## src/rtl/csr_pkg.sv

```systemverilog
// Constants and carrier types for the core system control registers.
// Assumes a single core clock domain and 8-bit register file addressing.
package csr_pkg;
  // ----------------------------------------------------------------
  // Register addresses in the system group
  // ----------------------------------------------------------------
  localparam logic [7:0] CSR_ADDR_INTERRUPT_CONTROL = 8'hE6;
  localparam logic [7:0] CSR_ADDR_CPU_FLAGS = 8'hE7;
  localparam logic [7:0] CSR_ADDR_WORKING_POINTER_LOW = 8'hE8;
  localparam logic [7:0] CSR_ADDR_WORKING_POINTER_HIGH = 8'hE9;
  // ----------------------------------------------------------------
  // Reset values
  // ----------------------------------------------------------------
  localparam logic [7:0] CSR_RESET_INTERRUPT_CONTROL = 8'h87;
  localparam logic [7:0] CSR_RESET_CPU_FLAGS = 8'h00;
  localparam logic [7:0] CSR_RESET_POINTER = 8'h00;
  // ----------------------------------------------------------------
  // Interrupt control field positions
  // ----------------------------------------------------------------
  localparam int CSR_IC_GATE = 7;
  localparam int CSR_IC_PEND = 6;
  localparam int CSR_IC_ACKSEL = 5;
  localparam int CSR_IC_ENABLE = 4;
  localparam int CSR_IC_ARB = 3;
  localparam int CSR_IC_PRIO_LSB = 0;
  // ----------------------------------------------------------------
  // Flag field positions
  // ----------------------------------------------------------------
  localparam int CSR_FL_CARRY = 7;
  localparam int CSR_FL_ZERO = 6;
  localparam int CSR_FL_SIGN = 5;
  localparam int CSR_FL_OVF = 4;
  localparam int CSR_FL_DADJ = 3;
  localparam int CSR_FL_HALF = 2;
  localparam int CSR_FL_RSVD = 1;
  localparam int CSR_FL_DATA = 0;
  // ----------------------------------------------------------------
  // Pointer field positions and widths
  // ----------------------------------------------------------------
  localparam int CSR_RP_BLOCK_LSB = 3;
  localparam int CSR_RP_MODE = 2;
  localparam int CSR_BLOCK_W = 5;
  localparam int CSR_NEST_DEPTH = 7;
  // ----------------------------------------------------------------
  // Commands from the core
  // ----------------------------------------------------------------
  typedef enum logic [3:0] {
    CSR_CMD_NONE, CSR_CMD_EI, CSR_CMD_MASK_ALL, CSR_CMD_IACK, CSR_CMD_IRET,
    CSR_CMD_SCF, CSR_CMD_RCF, CSR_CMD_CCF, CSR_CMD_SDM, CSR_CMD_SPM,
    CSR_CMD_SRP, CSR_CMD_SRP_LOW, CSR_CMD_SRP_HIGH
  } csr_cmd_t;
  // ALU result flags; update strobes pick which flags are taken.
  typedef struct packed {
    logic carry;
    logic zero;
    logic sign;
    logic ovf;
    logic dadj;
    logic half;
  } csr_alu_flags_t;
  typedef struct packed {
    logic carry;
    logic zsv;
    logic dadj;
    logic half;
  } csr_alu_upd_t;
  typedef struct packed {
    logic we;
    logic [7:0] addr;
    logic [7:0] wdata;
  } csr_wr_t;
endpackage

```

## src/rtl/csr_wreg_map.sv

```systemverilog
// Working register address mapper: turns r0..r15 into a register address.
// Assumes pointers are held stable by the enclosing block.
`timescale 1ns/10ps
module csr_wreg_map
  import csr_pkg::*;
(
  input wire logic [7:0] pointer_low,
  input wire logic [7:0] pointer_high,
  input wire logic [3:0] wreg_index,
  output logic [7:0] phys_addr
);
  wire logic twin_mode;
  wire logic [4:0] low_block;
  wire logic [4:0] sel_block;
  assign twin_mode = pointer_low[CSR_RP_MODE];
  assign low_block = pointer_low[7:CSR_RP_BLOCK_LSB];
  // Single mode rounds down to an even block; index bit 3 picks the odd one
  assign sel_block = twin_mode
    ? (wreg_index[3] ? pointer_high[7:CSR_RP_BLOCK_LSB] : low_block)
    : {low_block[4:1], wreg_index[3]};
  assign phys_addr = {sel_block, wreg_index[2:0]};
endmodule

```

## src/rtl/csr_regs.sv

```systemverilog
// System control registers: interrupt control, flags, working pointers.
// Assumes the core issues one command per clock and handles stacking.
//
// Notes on behaviour
// - Interrupt control resets to 87h.
// - Timer enable is global gate AND per-timer count gate.
// - Top-level pending set by hardware request or software write of one.
// - Bit 5 picks whether top-level ack also needs interrupt enable.
// - Enable clears on acknowledge, sets on return, commands; 0 blocks non-top.
// - Arbitration bit is software only: 0 concurrent, 1 nested.
// - Three-bit current priority, 000 highest; preempt when strictly higher.
// - On preemption the old priority is saved to the nesting register.
// - Flags saved on each interrupt, restored on return, seven deep.
// - Carry takes ALU carry; set, clear and complement commands.
// - Zero flag follows zero result for affected operations.
// - Sign flag copies result top bit.
// - Overflow flag follows two's-complement overflow.
// - Decimal adjust flag records add versus subtract.
// - Half carry records carry or borrow at bit 3.
// - Data space flag set by sdm, cleared by spm; picks data pointers.
// - Pointers hold a five-bit block number of eight registers.
// - Mode bit set by twin-pointer sets, cleared by single set.
// - Single mode starts at nearest even block at or below.
// - Twin mode: r0-r7 low pointer block, r8-r15 high pointer block.
// - Pointer bits 1:0 and flag bit 1 always read zero.
`timescale 1ns/10ps
module csr_regs
  import csr_pkg::*;
(
  input wire logic clock,
  input wire logic resetn,
  input wire logic clock_enable,
  input wire csr_wr_t reg_wr,
  input wire logic [7:0] reg_rd_addr,
  input wire csr_cmd_t core_cmd,
  input wire logic [2:0] cmd_priority,
  input wire logic [4:0] cmd_block,
  input wire csr_alu_flags_t alu_flags,
  input wire csr_alu_upd_t alu_upd,
  input wire logic top_level_request,
  input wire logic top_level_mask_mode,
  input wire logic timer_count_gate,
  input wire logic [3:0] wreg_index,
  output logic [7:0] reg_rdata,
  output logic [7:0] interrupt_control,
  output logic [7:0] cpu_flags,
  output logic [7:0] working_pointer_low,
  output logic [7:0] working_pointer_high,
  output logic timer_enable,
  output logic top_level_ack_ok,
  output logic maskable_ok,
  output logic nested_mode,
  output logic data_space_select,
  output logic [2:0] nesting_control_reg,
  output logic nesting_save,
  output logic [2:0] flag_depth,
  output logic stack_overflow,
  output logic [7:0] wreg_phys_addr
);
  // ----------------------------------------------------------------
  // Decode
  // ----------------------------------------------------------------
  function automatic logic hit(input csr_wr_t w, input logic [7:0] a);
    hit = w.we && (w.addr == a);
  endfunction

  wire logic wr_ic;
  wire logic wr_fl;
  wire logic wr_rp0;
  wire logic wr_rp1;
  assign wr_ic = hit(reg_wr, CSR_ADDR_INTERRUPT_CONTROL);
  assign wr_fl = hit(reg_wr, CSR_ADDR_CPU_FLAGS);
  assign wr_rp0 = hit(reg_wr, CSR_ADDR_WORKING_POINTER_LOW);
  assign wr_rp1 = hit(reg_wr, CSR_ADDR_WORKING_POINTER_HIGH);

  wire logic is_iack;
  wire logic is_iret;
  wire logic [2:0] cur_prio;
  wire logic preempt;
  assign is_iack = (core_cmd == CSR_CMD_IACK);
  assign is_iret = (core_cmd == CSR_CMD_IRET);
  assign cur_prio = interrupt_control[2:CSR_IC_PRIO_LSB];
  // Lower code means higher priority
  // Equal priority never preempts; it waits for the running routine
  assign preempt = is_iack && (cmd_priority < cur_prio);

  // ----------------------------------------------------------------
  // Flag save stack
  // ----------------------------------------------------------------
  // Flip-flop storage indexed by depth; the core's memory stack is
  // the real copy, this mirror lets return restore in one cycle.
  // The mirror is not reset: depth zero marks every entry unused.
  logic [7:0] flag_stack [CSR_NEST_DEPTH];
  logic [2:0] prio_stack [CSR_NEST_DEPTH];
  wire logic can_push;
  wire logic can_pop;
  wire logic [2:0] top_idx;
  assign can_push = is_iack && (flag_depth < 3'(CSR_NEST_DEPTH));
  assign can_pop = is_iret && (flag_depth != 3'h0);
  // Wraps at depth zero; only read when something can be popped
  assign top_idx = flag_depth - 3'h1;

  // ----------------------------------------------------------------
  // Next interrupt control
  // ----------------------------------------------------------------
  logic [7:0] next_ic;
  always_comb
  begin
    next_ic = interrupt_control;
    if (wr_ic)
    begin
      next_ic = reg_wr.wdata;
      // Writing a zero does not drop a pending top-level request
      next_ic[CSR_IC_PEND] = reg_wr.wdata[CSR_IC_PEND] |
        interrupt_control[CSR_IC_PEND];
    end
    case (core_cmd)
      CSR_CMD_EI: next_ic[CSR_IC_ENABLE] = 1'b1;
      CSR_CMD_MASK_ALL: next_ic[CSR_IC_ENABLE] = 1'b0;
      CSR_CMD_IACK:
      begin
        next_ic[CSR_IC_ENABLE] = 1'b0;
        next_ic[2:0] = cmd_priority;
      end
      CSR_CMD_IRET:
      begin
        next_ic[CSR_IC_ENABLE] = 1'b1;
        // With nothing saved, return only sets the enable bit
        if (can_pop)
          next_ic[2:0] = prio_stack[top_idx];
      end
      default: ;
    endcase
    // Hardware set wins over any software clear in the same cycle
    if (top_level_request)
      next_ic[CSR_IC_PEND] = 1'b1;
  end

  // ----------------------------------------------------------------
  // Next flags
  // ----------------------------------------------------------------
  logic [7:0] next_fl;
  always_comb
  begin
    next_fl = cpu_flags;
    if (wr_fl)
      next_fl = reg_wr.wdata;
    if (alu_upd.carry)
      next_fl[CSR_FL_CARRY] = alu_flags.carry;
    if (alu_upd.zsv)
    begin
      next_fl[CSR_FL_ZERO] = alu_flags.zero;
      next_fl[CSR_FL_SIGN] = alu_flags.sign;
      next_fl[CSR_FL_OVF] = alu_flags.ovf;
    end
    if (alu_upd.dadj)
      next_fl[CSR_FL_DADJ] = alu_flags.dadj;
    if (alu_upd.half)
      next_fl[CSR_FL_HALF] = alu_flags.half;
    case (core_cmd)
      CSR_CMD_SCF: next_fl[CSR_FL_CARRY] = 1'b1;
      CSR_CMD_RCF: next_fl[CSR_FL_CARRY] = 1'b0;
      CSR_CMD_CCF: next_fl[CSR_FL_CARRY] = ~cpu_flags[CSR_FL_CARRY];
      CSR_CMD_SDM: next_fl[CSR_FL_DATA] = 1'b1;
      CSR_CMD_SPM: next_fl[CSR_FL_DATA] = 1'b0;
      CSR_CMD_IRET:
        if (can_pop)
          next_fl = flag_stack[top_idx];
      default: ;
    endcase
    next_fl[CSR_FL_RSVD] = 1'b0;
  end

  // ----------------------------------------------------------------
  // Next pointers
  // ----------------------------------------------------------------
  logic [7:0] next_rp0;
  logic [7:0] next_rp1;
  always_comb
  begin
    next_rp0 = working_pointer_low;
    next_rp1 = working_pointer_high;
    if (wr_rp0)
      next_rp0 = reg_wr.wdata;
    if (wr_rp1)
      next_rp1 = reg_wr.wdata;
    case (core_cmd)
      CSR_CMD_SRP:
      begin
        next_rp0 = {cmd_block, 3'b000};
        next_rp1[CSR_RP_MODE] = 1'b0;
      end
      // Twin sets mark the mode in both pointers so they read back alike
      CSR_CMD_SRP_LOW:
      begin
        next_rp0 = {cmd_block, 3'b100};
        next_rp1[CSR_RP_MODE] = 1'b1;
      end
      CSR_CMD_SRP_HIGH:
      begin
        next_rp1 = {cmd_block, 3'b100};
        next_rp0[CSR_RP_MODE] = 1'b1;
      end
      default: ;
    endcase
    next_rp0[1:0] = 2'b00;
    next_rp1[1:0] = 2'b00;
  end

  // ----------------------------------------------------------------
  // Read mux and status
  // ----------------------------------------------------------------
  // Reads show the value after this edge's updates, so a write and a
  // read of one register in the same cycle return the new value
  wire logic [7:0] rd_mux;
  assign rd_mux =
    (reg_rd_addr == CSR_ADDR_INTERRUPT_CONTROL) ? next_ic :
    (reg_rd_addr == CSR_ADDR_CPU_FLAGS) ? next_fl :
    (reg_rd_addr == CSR_ADDR_WORKING_POINTER_LOW) ? next_rp0 :
    (reg_rd_addr == CSR_ADDR_WORKING_POINTER_HIGH) ? next_rp1 : 8'h00;

  wire logic next_tl_ack;
  assign next_tl_ack = next_ic[CSR_IC_ACKSEL]
    ? (top_level_mask_mode && next_ic[CSR_IC_ENABLE])
    : top_level_mask_mode;

  wire logic [7:0] map_addr;
  csr_wreg_map u_map (
    .pointer_low(next_rp0),
    .pointer_high(next_rp1),
    .wreg_index(wreg_index),
    .phys_addr(map_addr)
  );

  // ----------------------------------------------------------------
  // State
  // ----------------------------------------------------------------
  always_ff @(posedge clock)
  begin
    if (!resetn)
    begin
      // Reset beats the clock enable so a frozen core still comes up clean
      interrupt_control <= CSR_RESET_INTERRUPT_CONTROL;
      cpu_flags <= CSR_RESET_CPU_FLAGS;
      working_pointer_low <= CSR_RESET_POINTER;
      working_pointer_high <= CSR_RESET_POINTER;
      flag_depth <= 3'h0;
      nesting_control_reg <= 3'h0;
      nesting_save <= 1'b0;
      stack_overflow <= 1'b0;
    end
    else if (clock_enable)
    begin
      interrupt_control <= next_ic;
      cpu_flags <= next_fl;
      working_pointer_low <= next_rp0;
      working_pointer_high <= next_rp1;
      nesting_save <= preempt;
      if (preempt)
        nesting_control_reg <= cur_prio;
      if (can_push)
        flag_depth <= flag_depth + 3'h1;
      else if (can_pop)
        flag_depth <= top_idx;
      stack_overflow <= is_iack && !can_push;
    end
  end

  always_ff @(posedge clock)
  begin
    if (clock_enable && can_push)
    begin
      flag_stack[flag_depth] <= cpu_flags;
      prio_stack[flag_depth] <= cur_prio;
    end
  end

  // Outputs registered from the same next values as the state
  always_ff @(posedge clock)
  begin
    if (!resetn)
    begin
      reg_rdata <= 8'h00;
      timer_enable <= 1'b0;
      top_level_ack_ok <= 1'b0;
      maskable_ok <= 1'b0;
      nested_mode <= 1'b0;
      data_space_select <= 1'b0;
      wreg_phys_addr <= 8'h00;
    end
    else if (clock_enable)
    begin
      reg_rdata <= rd_mux;
      timer_enable <= next_ic[CSR_IC_GATE] && timer_count_gate;
      top_level_ack_ok <= next_tl_ack;
      maskable_ok <= next_ic[CSR_IC_ENABLE];
      nested_mode <= next_ic[CSR_IC_ARB];
      data_space_select <= next_fl[CSR_FL_DATA];
      wreg_phys_addr <= map_addr;
    end
  end
endmodule

```

## config.mk

```make
export PLATFORM = sky130hd
export DESIGN_NAME = csr_regs
export DESIGN_NICKNAME = d
export VERILOG_FILES = /design/src/rtl/csr_pkg.sv /design/src/rtl/csr_wreg_map.sv /design/src/rtl/csr_regs.sv
export SDC_FILE = /design/constraint.sdc
export NUM_CORES = 1
export LEC_CHECK = 0
export BUFFER_PORTS_ARGS = -buffer_cell sky130_fd_sc_hd__buf_2
export CAP_MARGIN = 20
export CORE_ASPECT_RATIO = 1.25
export CORE_MARGIN = 8
export CORE_UTILIZATION = 45
export DETAILED_ROUTE_END_ITERATION = 12
export GPL_TIMING_DRIVEN = 0
export PLACE_DENSITY = 0.67
export SYNTH_ARGS = -nofsm -noshare
export SYNTH_HDL_FRONTEND = slang
export SYNTH_HIERARCHICAL = 1
export SYNTH_SLANG_ARGS = --single-unit
```

## constraint.sdc

```tcl
create_clock -name clock -period 7.1 [get_ports clock]
set_input_delay 2.13 -clock clock [delete_from_list [all_inputs] [get_ports clock]]
set_output_delay 2.13 -clock clock [all_outputs]
set_load 0.005 [all_outputs]
```

* Word-level counts from Yosys, hierarchy flattened
Memories as Yosys holds them, arrays and structs flattened. Index checks and enable logic that the tools add are counted.
Storage, ports and cells: register bits after elaboration 56, bits in writable memories 70, input bits 57, logic and storage cells 94, memories kept 2
Memory list:
- flag_stack | depth 7, bits a word 7, read ports 1, clocked after memory_dff 0, wr ports 1, line csr_regs.sv:93 | logic [7:0] flag_stack [CSR_NEST_DEPTH];
- prio_stack | depth 7, bits a word 3, read ports 1, clocked after memory_dff 0, wr ports 1, line csr_regs.sv:94 | logic [2:0] prio_stack [CSR_NEST_DEPTH];
Cells by class: add/subtract/negate cells 2, $lt $le $gt $ge 2, equality and inequality tests 20, mux-type cells 31, bitwise operators 2, reduce and logical (&&, ||, !) cells 20
Operators with widths (number):
- $mux 8 | 9
- $eq 8x8->1 const B | 8
- $eq 4x4->1 const B | 5
- $mux 5 | 4
- $eq 4x3->1 const B | 4
- $mux 3 | 4
- $logic_and 1x1->1 | 11
- $eq 4x2->1 const B | 2
- $reduce_or 2->1 | 4
- $mux 1 | 7
- $mux 6 | 1
- $pmux 1 s2 | 3
- $pmux 3 s2 | 1
- $eq 4x1->1 const B | 1
- $pmux 1 s4 | 1
- $reduce_and 2->1 | 2
- $add 3x1->3 const B | 1
- $lt 3x3->1 | 1
- $lt 3x3->1 const B | 1
- $pmux 1 s3 | 1
- $reduce_bool 3->1 | 1
- $sub 3x1->3 const B | 1
- $reduce_bool 2->1 | 1
- $logic_not 1->1 | 1
- 2 further kinds | 2

* Logic depth before layout (Yosys ltp)
word-level depth 8, mapped depth 14

* Cells and area by module
Netlist, hierarchy kept.
By module, submodules not included:
- csr_regs | times used 1, cells an instance 526, area an instance 6075.8 um^2
- csr_wreg_map | times used 1, cells an instance 11, area an instance 103.8 um^2

* Least setup slack after synthesis
No wires, ideal clock.
path type input -> register, start point in clock_enable, end point mem flag_stack[0][0] in the netlist's numbering, enable pin, data arrival time 3885 ps, required time 6710 ps, path slack 2825 ps, stages 5, cell sequence clkbuf_1 clkbuf_1 clkbuf_1 nand3_1 nor3_1
On the way: longest elaborated chain between the ends 3
Ends and longest elaborated chain:
- from (decl) | line csr_regs.sv:32 | input wire logic clock_enable,
- $logic_and 1x1->1 | line csr_regs.sv:271 | if (clock_enable && can_push)
- $mux 1 | line csr_regs.sv:271
- $mux 1 (implied by the code) | line csr_regs.sv:273 | flag_stack[flag_depth] <= cpu_flags;
- to (decl) | line csr_regs.sv:93
No other way between the ends.

* Worst setup path in the final report
start point in clock_enable, end point mem flag_stack[6][3] in the netlist's numbering, enable pin
Same word-level chain as after synthesis.

==> results.txt <==
* Largest net degree at the start of global routing: 17
* Initial antenna violation count: 1
- Biggest area consumer among synthesized cells: sky130_fd_sc_hd__edfxtp_1
- Sum Neg Setup Slack: 0 ps
- In the synthesized netlist the async set-or-reset flop fraction comes to 0.
- Average cell area after synthesis: 11.5 um2
- Net switching power: 409 uW
* RSZ-0062 raised after global routing: false
- Portion of the post-synthesis area used by sequential elements: 0.512
- Number of hold violations in the final report: 0
- TritonCTS built the clock tree.
- The largest single stage delay on the critical path is 900 ps.
- Top cells by area in the synthesized netlist: sky130_fd_sc_hd__edfxtp_1 (34%), sky130_fd_sc_hd__dfxtp_1 (17%), sky130_fd_sc_hd__mux2i_1 (7.5%)
* Root Buffer Master: sky130_fd_sc_hd__clkbuf_16
- Post-Layout Inst Area: 7570 um2
* Die boundary height: 147 um
* Final net count: 730
* Outcome: finished, final reports clean
* I/O pin count: 118
- Once detail routing completed, the nets flagged for antenna violations numbered 0.
- CTS saw 123 sinks.
- Routed wire length: 17900 um
- Non-Filler Instances: 857
- Fraction of layout instances using a drive strength above 1: 0.311
- Total iterations of the first detailed-routing run: 5
- The clock reaches the later pin of the worst-skew pair after 410 ps.
- On the final layout, the worst clock skew is 12.0 ps.
- Number of H-tree branching levels: 4
- Max-slew violation total from the final report: 0
* Slowest CP cell: sky130_fd_sc_hd__nor2_1
- Share of power burned in the clock network: 0.476
- Core area: 13600 um2
- STA puts the critical path data required time at 7130 ps.
- From synthesis to final layout, the design area changed by 22.5%.
- In the global route stage, overall resource usage came out at 0.204.
* Total power after layout: 1.79 mW
- Final critical path time including I/O delays and setup: 4720 ps
- Number of buffers added for setup after CTS: 0
* PwrDens: 237 nW/um2
* Transition at the pin with the smallest max-transition slack: 1180 ps
- In the synthesized netlist, the number of instances is 537.
- Combinational power share: 0.086
- The setup path with the least slack is of type in2reg.
- The register with the most flip-flops in the layout has 49 of them.
- Average via count per standard cell: 5.59
- In this run, CTS created clock tree buffers numbering 17.
* Vias: 4790
- In this run the worst path has a maximum fanout of 10.
- The first global-routing pass estimated 27800 um of wire.
* Buffers from clock root to sink, at most: 2
* Global-route congestion overflow total: 0
- Register with the most flip-flops: flag_stack
- Walking the worst path, the cells encountered are clkbuf_1 -> clkbuf_1 -> clkbuf_1 -> nand3_1 -> nor2_1.
- The via count of the first global-routing pass was 5087.
- Post-synthesis register bit count: 123
- The worst setup path is captured at a flip-flop.
- Layout filler cell count: 1182
* Commonest register cell after synthesis: sky130_fd_sc_hd__edfxtp_1
- Across the run, the number of max-cap violations was 0.
* Top Registers: flag_stack (49), prio_stack (21)
* Area share of the largest cell type after synthesis: 0.340
- Once routing completed, OpenROAD measured the worst setup slack at 2380 ps.
- In this run, placement finished with an instance count of 823.
* Mapped cell area: 6180 um2
* HPWL after detailed placement: 13700 um
* Kind of start point of the critical path: primary input
- Period utilisation layout: 0.665
- Worst-case setup slack after placement: 2030 ps
* Max Freq: 0.212 GHz
* Placer congestion estimate: 0.908
* Buffers added on ports: 105
* Effective utilization at floorplan: 0.453
* Worst hold path class: reg2reg
- For this run, the number of Yosys warnings is 6.
* Endpoints failing setup: 0
- Headroom to the max-slew limit came out at 0.207.
- By instance count, the cell type seen most on the critical path is sky130_fd_sc_hd__clkbuf_1.
- Final core utilization: 0.555
- Reg power frac: 0.438
- The synthesized design contains 70 enable-type register cells.
- Internal power comes to 1.38 mW.
- Count of hold buffers inserted by post-cts repair: 0
* Number of gates resized after cts: 0
* Number of distinct library cell variants in the gate-level netlist after synthesis: 77
- Final Hold Slack: 467 ps
- STA puts the critical path data arrival time at 4750 ps.
- For this block, the initial DRC count from the detailed router was 290.
- Routed wire per std cell: 20.9 um
- Once placement finished, the instance area stood at 6970 um2.
* Die Outline Area: 17800 um2
- Measured along the x axis, the die boundary spans 121 um.
- Of the total power, the share spent switching nets is 0.228.
- IR analysis of the VDD net gives a maximum drop of 0.000199 V.
- Std cell rows: 48
- Summed over all cells, the static leakage comes to 2.97 nW.
- After detailed routing, the number of remaining DRC violations is 0.
- Clock-pin slew was measured on the worst setup and hold paths at 50 ps.
-- cell usage after synthesis, types with 3 or more instances --
library cell,n
sky130_fd_sc_hd__edfxtp_1,70
sky130_fd_sc_hd__nor2_1,54
sky130_fd_sc_hd__dfxtp_1,53
sky130_fd_sc_hd__mux2i_1,46
sky130_fd_sc_hd__a21oi_1,29
sky130_fd_sc_hd__nand2_1,27
sky130_fd_sc_hd__nor2b_1,27
sky130_fd_sc_hd__o21ai_0,20
sky130_fd_sc_hd__clkbuf_1,14
sky130_fd_sc_hd__buf_4,13
sky130_fd_sc_hd__mux2_2,13
sky130_fd_sc_hd__inv_1,11
sky130_fd_sc_hd__nand3_1,11
sky130_fd_sc_hd__mux4_2,10
sky130_fd_sc_hd__buf_2,9
sky130_fd_sc_hd__mux2_1,6
sky130_fd_sc_hd__nand2b_1,6
sky130_fd_sc_hd__o21ai_1,6
sky130_fd_sc_hd__a211oi_1,5
sky130_fd_sc_hd__ha_1,5
sky130_fd_sc_hd__nor3_1,5
sky130_fd_sc_hd__a21oi_2,4
sky130_fd_sc_hd__a31oi_1,4
sky130_fd_sc_hd__mux2_4,4
sky130_fd_sc_hd__o221ai_1,4
sky130_fd_sc_hd__a221oi_1,3
sky130_fd_sc_hd__a22oi_1,3
sky130_fd_sc_hd__and3_1,3
sky130_fd_sc_hd__buf_6,3
sky130_fd_sc_hd__nor3_2,3
sky130_fd_sc_hd__nor3_4,3
sky130_fd_sc_hd__nor3b_1,3
-- power groups by stage --
stage	Combinational (mW)	Clock (mW)	Sequential [mW]
floorplan	0.0890	0	0.795
global placement	0.150	0	0.798
detailed placement	0.153	0	0.799
CTS	0.153	0.864	0.785
global route	0.167	0.896	0.787
finish	0.154	0.852	0.785
-- routing by layer --
| layer | global-route usage | part of all wire |
|---|---|---|
| met1 | 0.222 | 0.39 |
| met2 | 0.361 | 0.52 |
| met3 | 0.0472 | 0.050 |
| met4 | 0.105 | 0.041 |
| met5 | 0 | 0 |
-- final timing paths --
kind | from | end | slack [ps] | depth (start not counted)
max | clock_enable | flag_stack[6][3]$_DFFE_PP_ | 2380 | 5
min | timer_enable$_SDFFE_PN0P_ | timer_enable$_SDFFE_PN0P_ | 470 | 2
max reg2reg | flag_depth[0]$_SDFFE_PN0P_ | reg_rdata[7]$_SDFFE_PN0P_ | 3910 | 13
min reg2reg | timer_enable$_SDFFE_PN0P_ | timer_enable$_SDFFE_PN0P_ | 470 | 2
-- area by class of cell --
type / instances / area (um2) / area share
buffer: 42 / 251 / 0.0332
inverter: 14 / 52.6 / 0.00694
clock inverter: 13 / 149 / 0.0197
timing repair buffer: 108 / 559 / 0.0739
sequential: 123 / 3160 / 0.418
tap: 175 / 219 / 0.0289
multi-input combinational: 362 / 2740 / 0.362
antenna: 1 / 2.50 / 0.000331
clock buffer: 19 / 433 / 0.0572
-- placed cells by master, fill, tap and decap left out, types with 16 or more instances in the layout --
| master | n |
|---|---|
| sky130_fd_sc_hd__buf_2 | 114 |
| sky130_fd_sc_hd__edfxtp_1 | 70 |
| sky130_fd_sc_hd__nor2_1 | 54 |
| sky130_fd_sc_hd__dfxtp_1 | 53 |
| sky130_fd_sc_hd__mux2i_1 | 46 |
| sky130_fd_sc_hd__a21oi_1 | 29 |
| sky130_fd_sc_hd__nand2_1 | 27 |
| sky130_fd_sc_hd__nor2b_1 | 27 |
| sky130_fd_sc_hd__o21ai_0 | 20 |
| sky130_fd_sc_hd__clkbuf_16 | 17 |
| sky130_fd_sc_hd__clkbuf_1 | 16 |
-- critical path, delay by kind of cell --
kind,cells,cell delay [ps]
buffers and inverters,3,1420
and+or+nand+nor,2,1180
-- cells by family (layout without fill, tap and decap cells) --
kind of cell / Yosys count / in the layout / synth area share
other: 1 / 6 / 0.000607
flip-flops: 123 / 123 / 0.512
AO/OA/AOI/OAI: 107 / 107 / 0.116
XOR/XNOR: 4 / 4 / 0.00871
AND/OR/NAND/NOR: 162 / 162 / 0.148
adder cells (fa/ha/maj): 5 / 5 / 0.0101
buffers and inverters: 56 / 196 / 0.0492
multiplexers: 79 / 79 / 0.155
(Power assumes the default switching activity.)
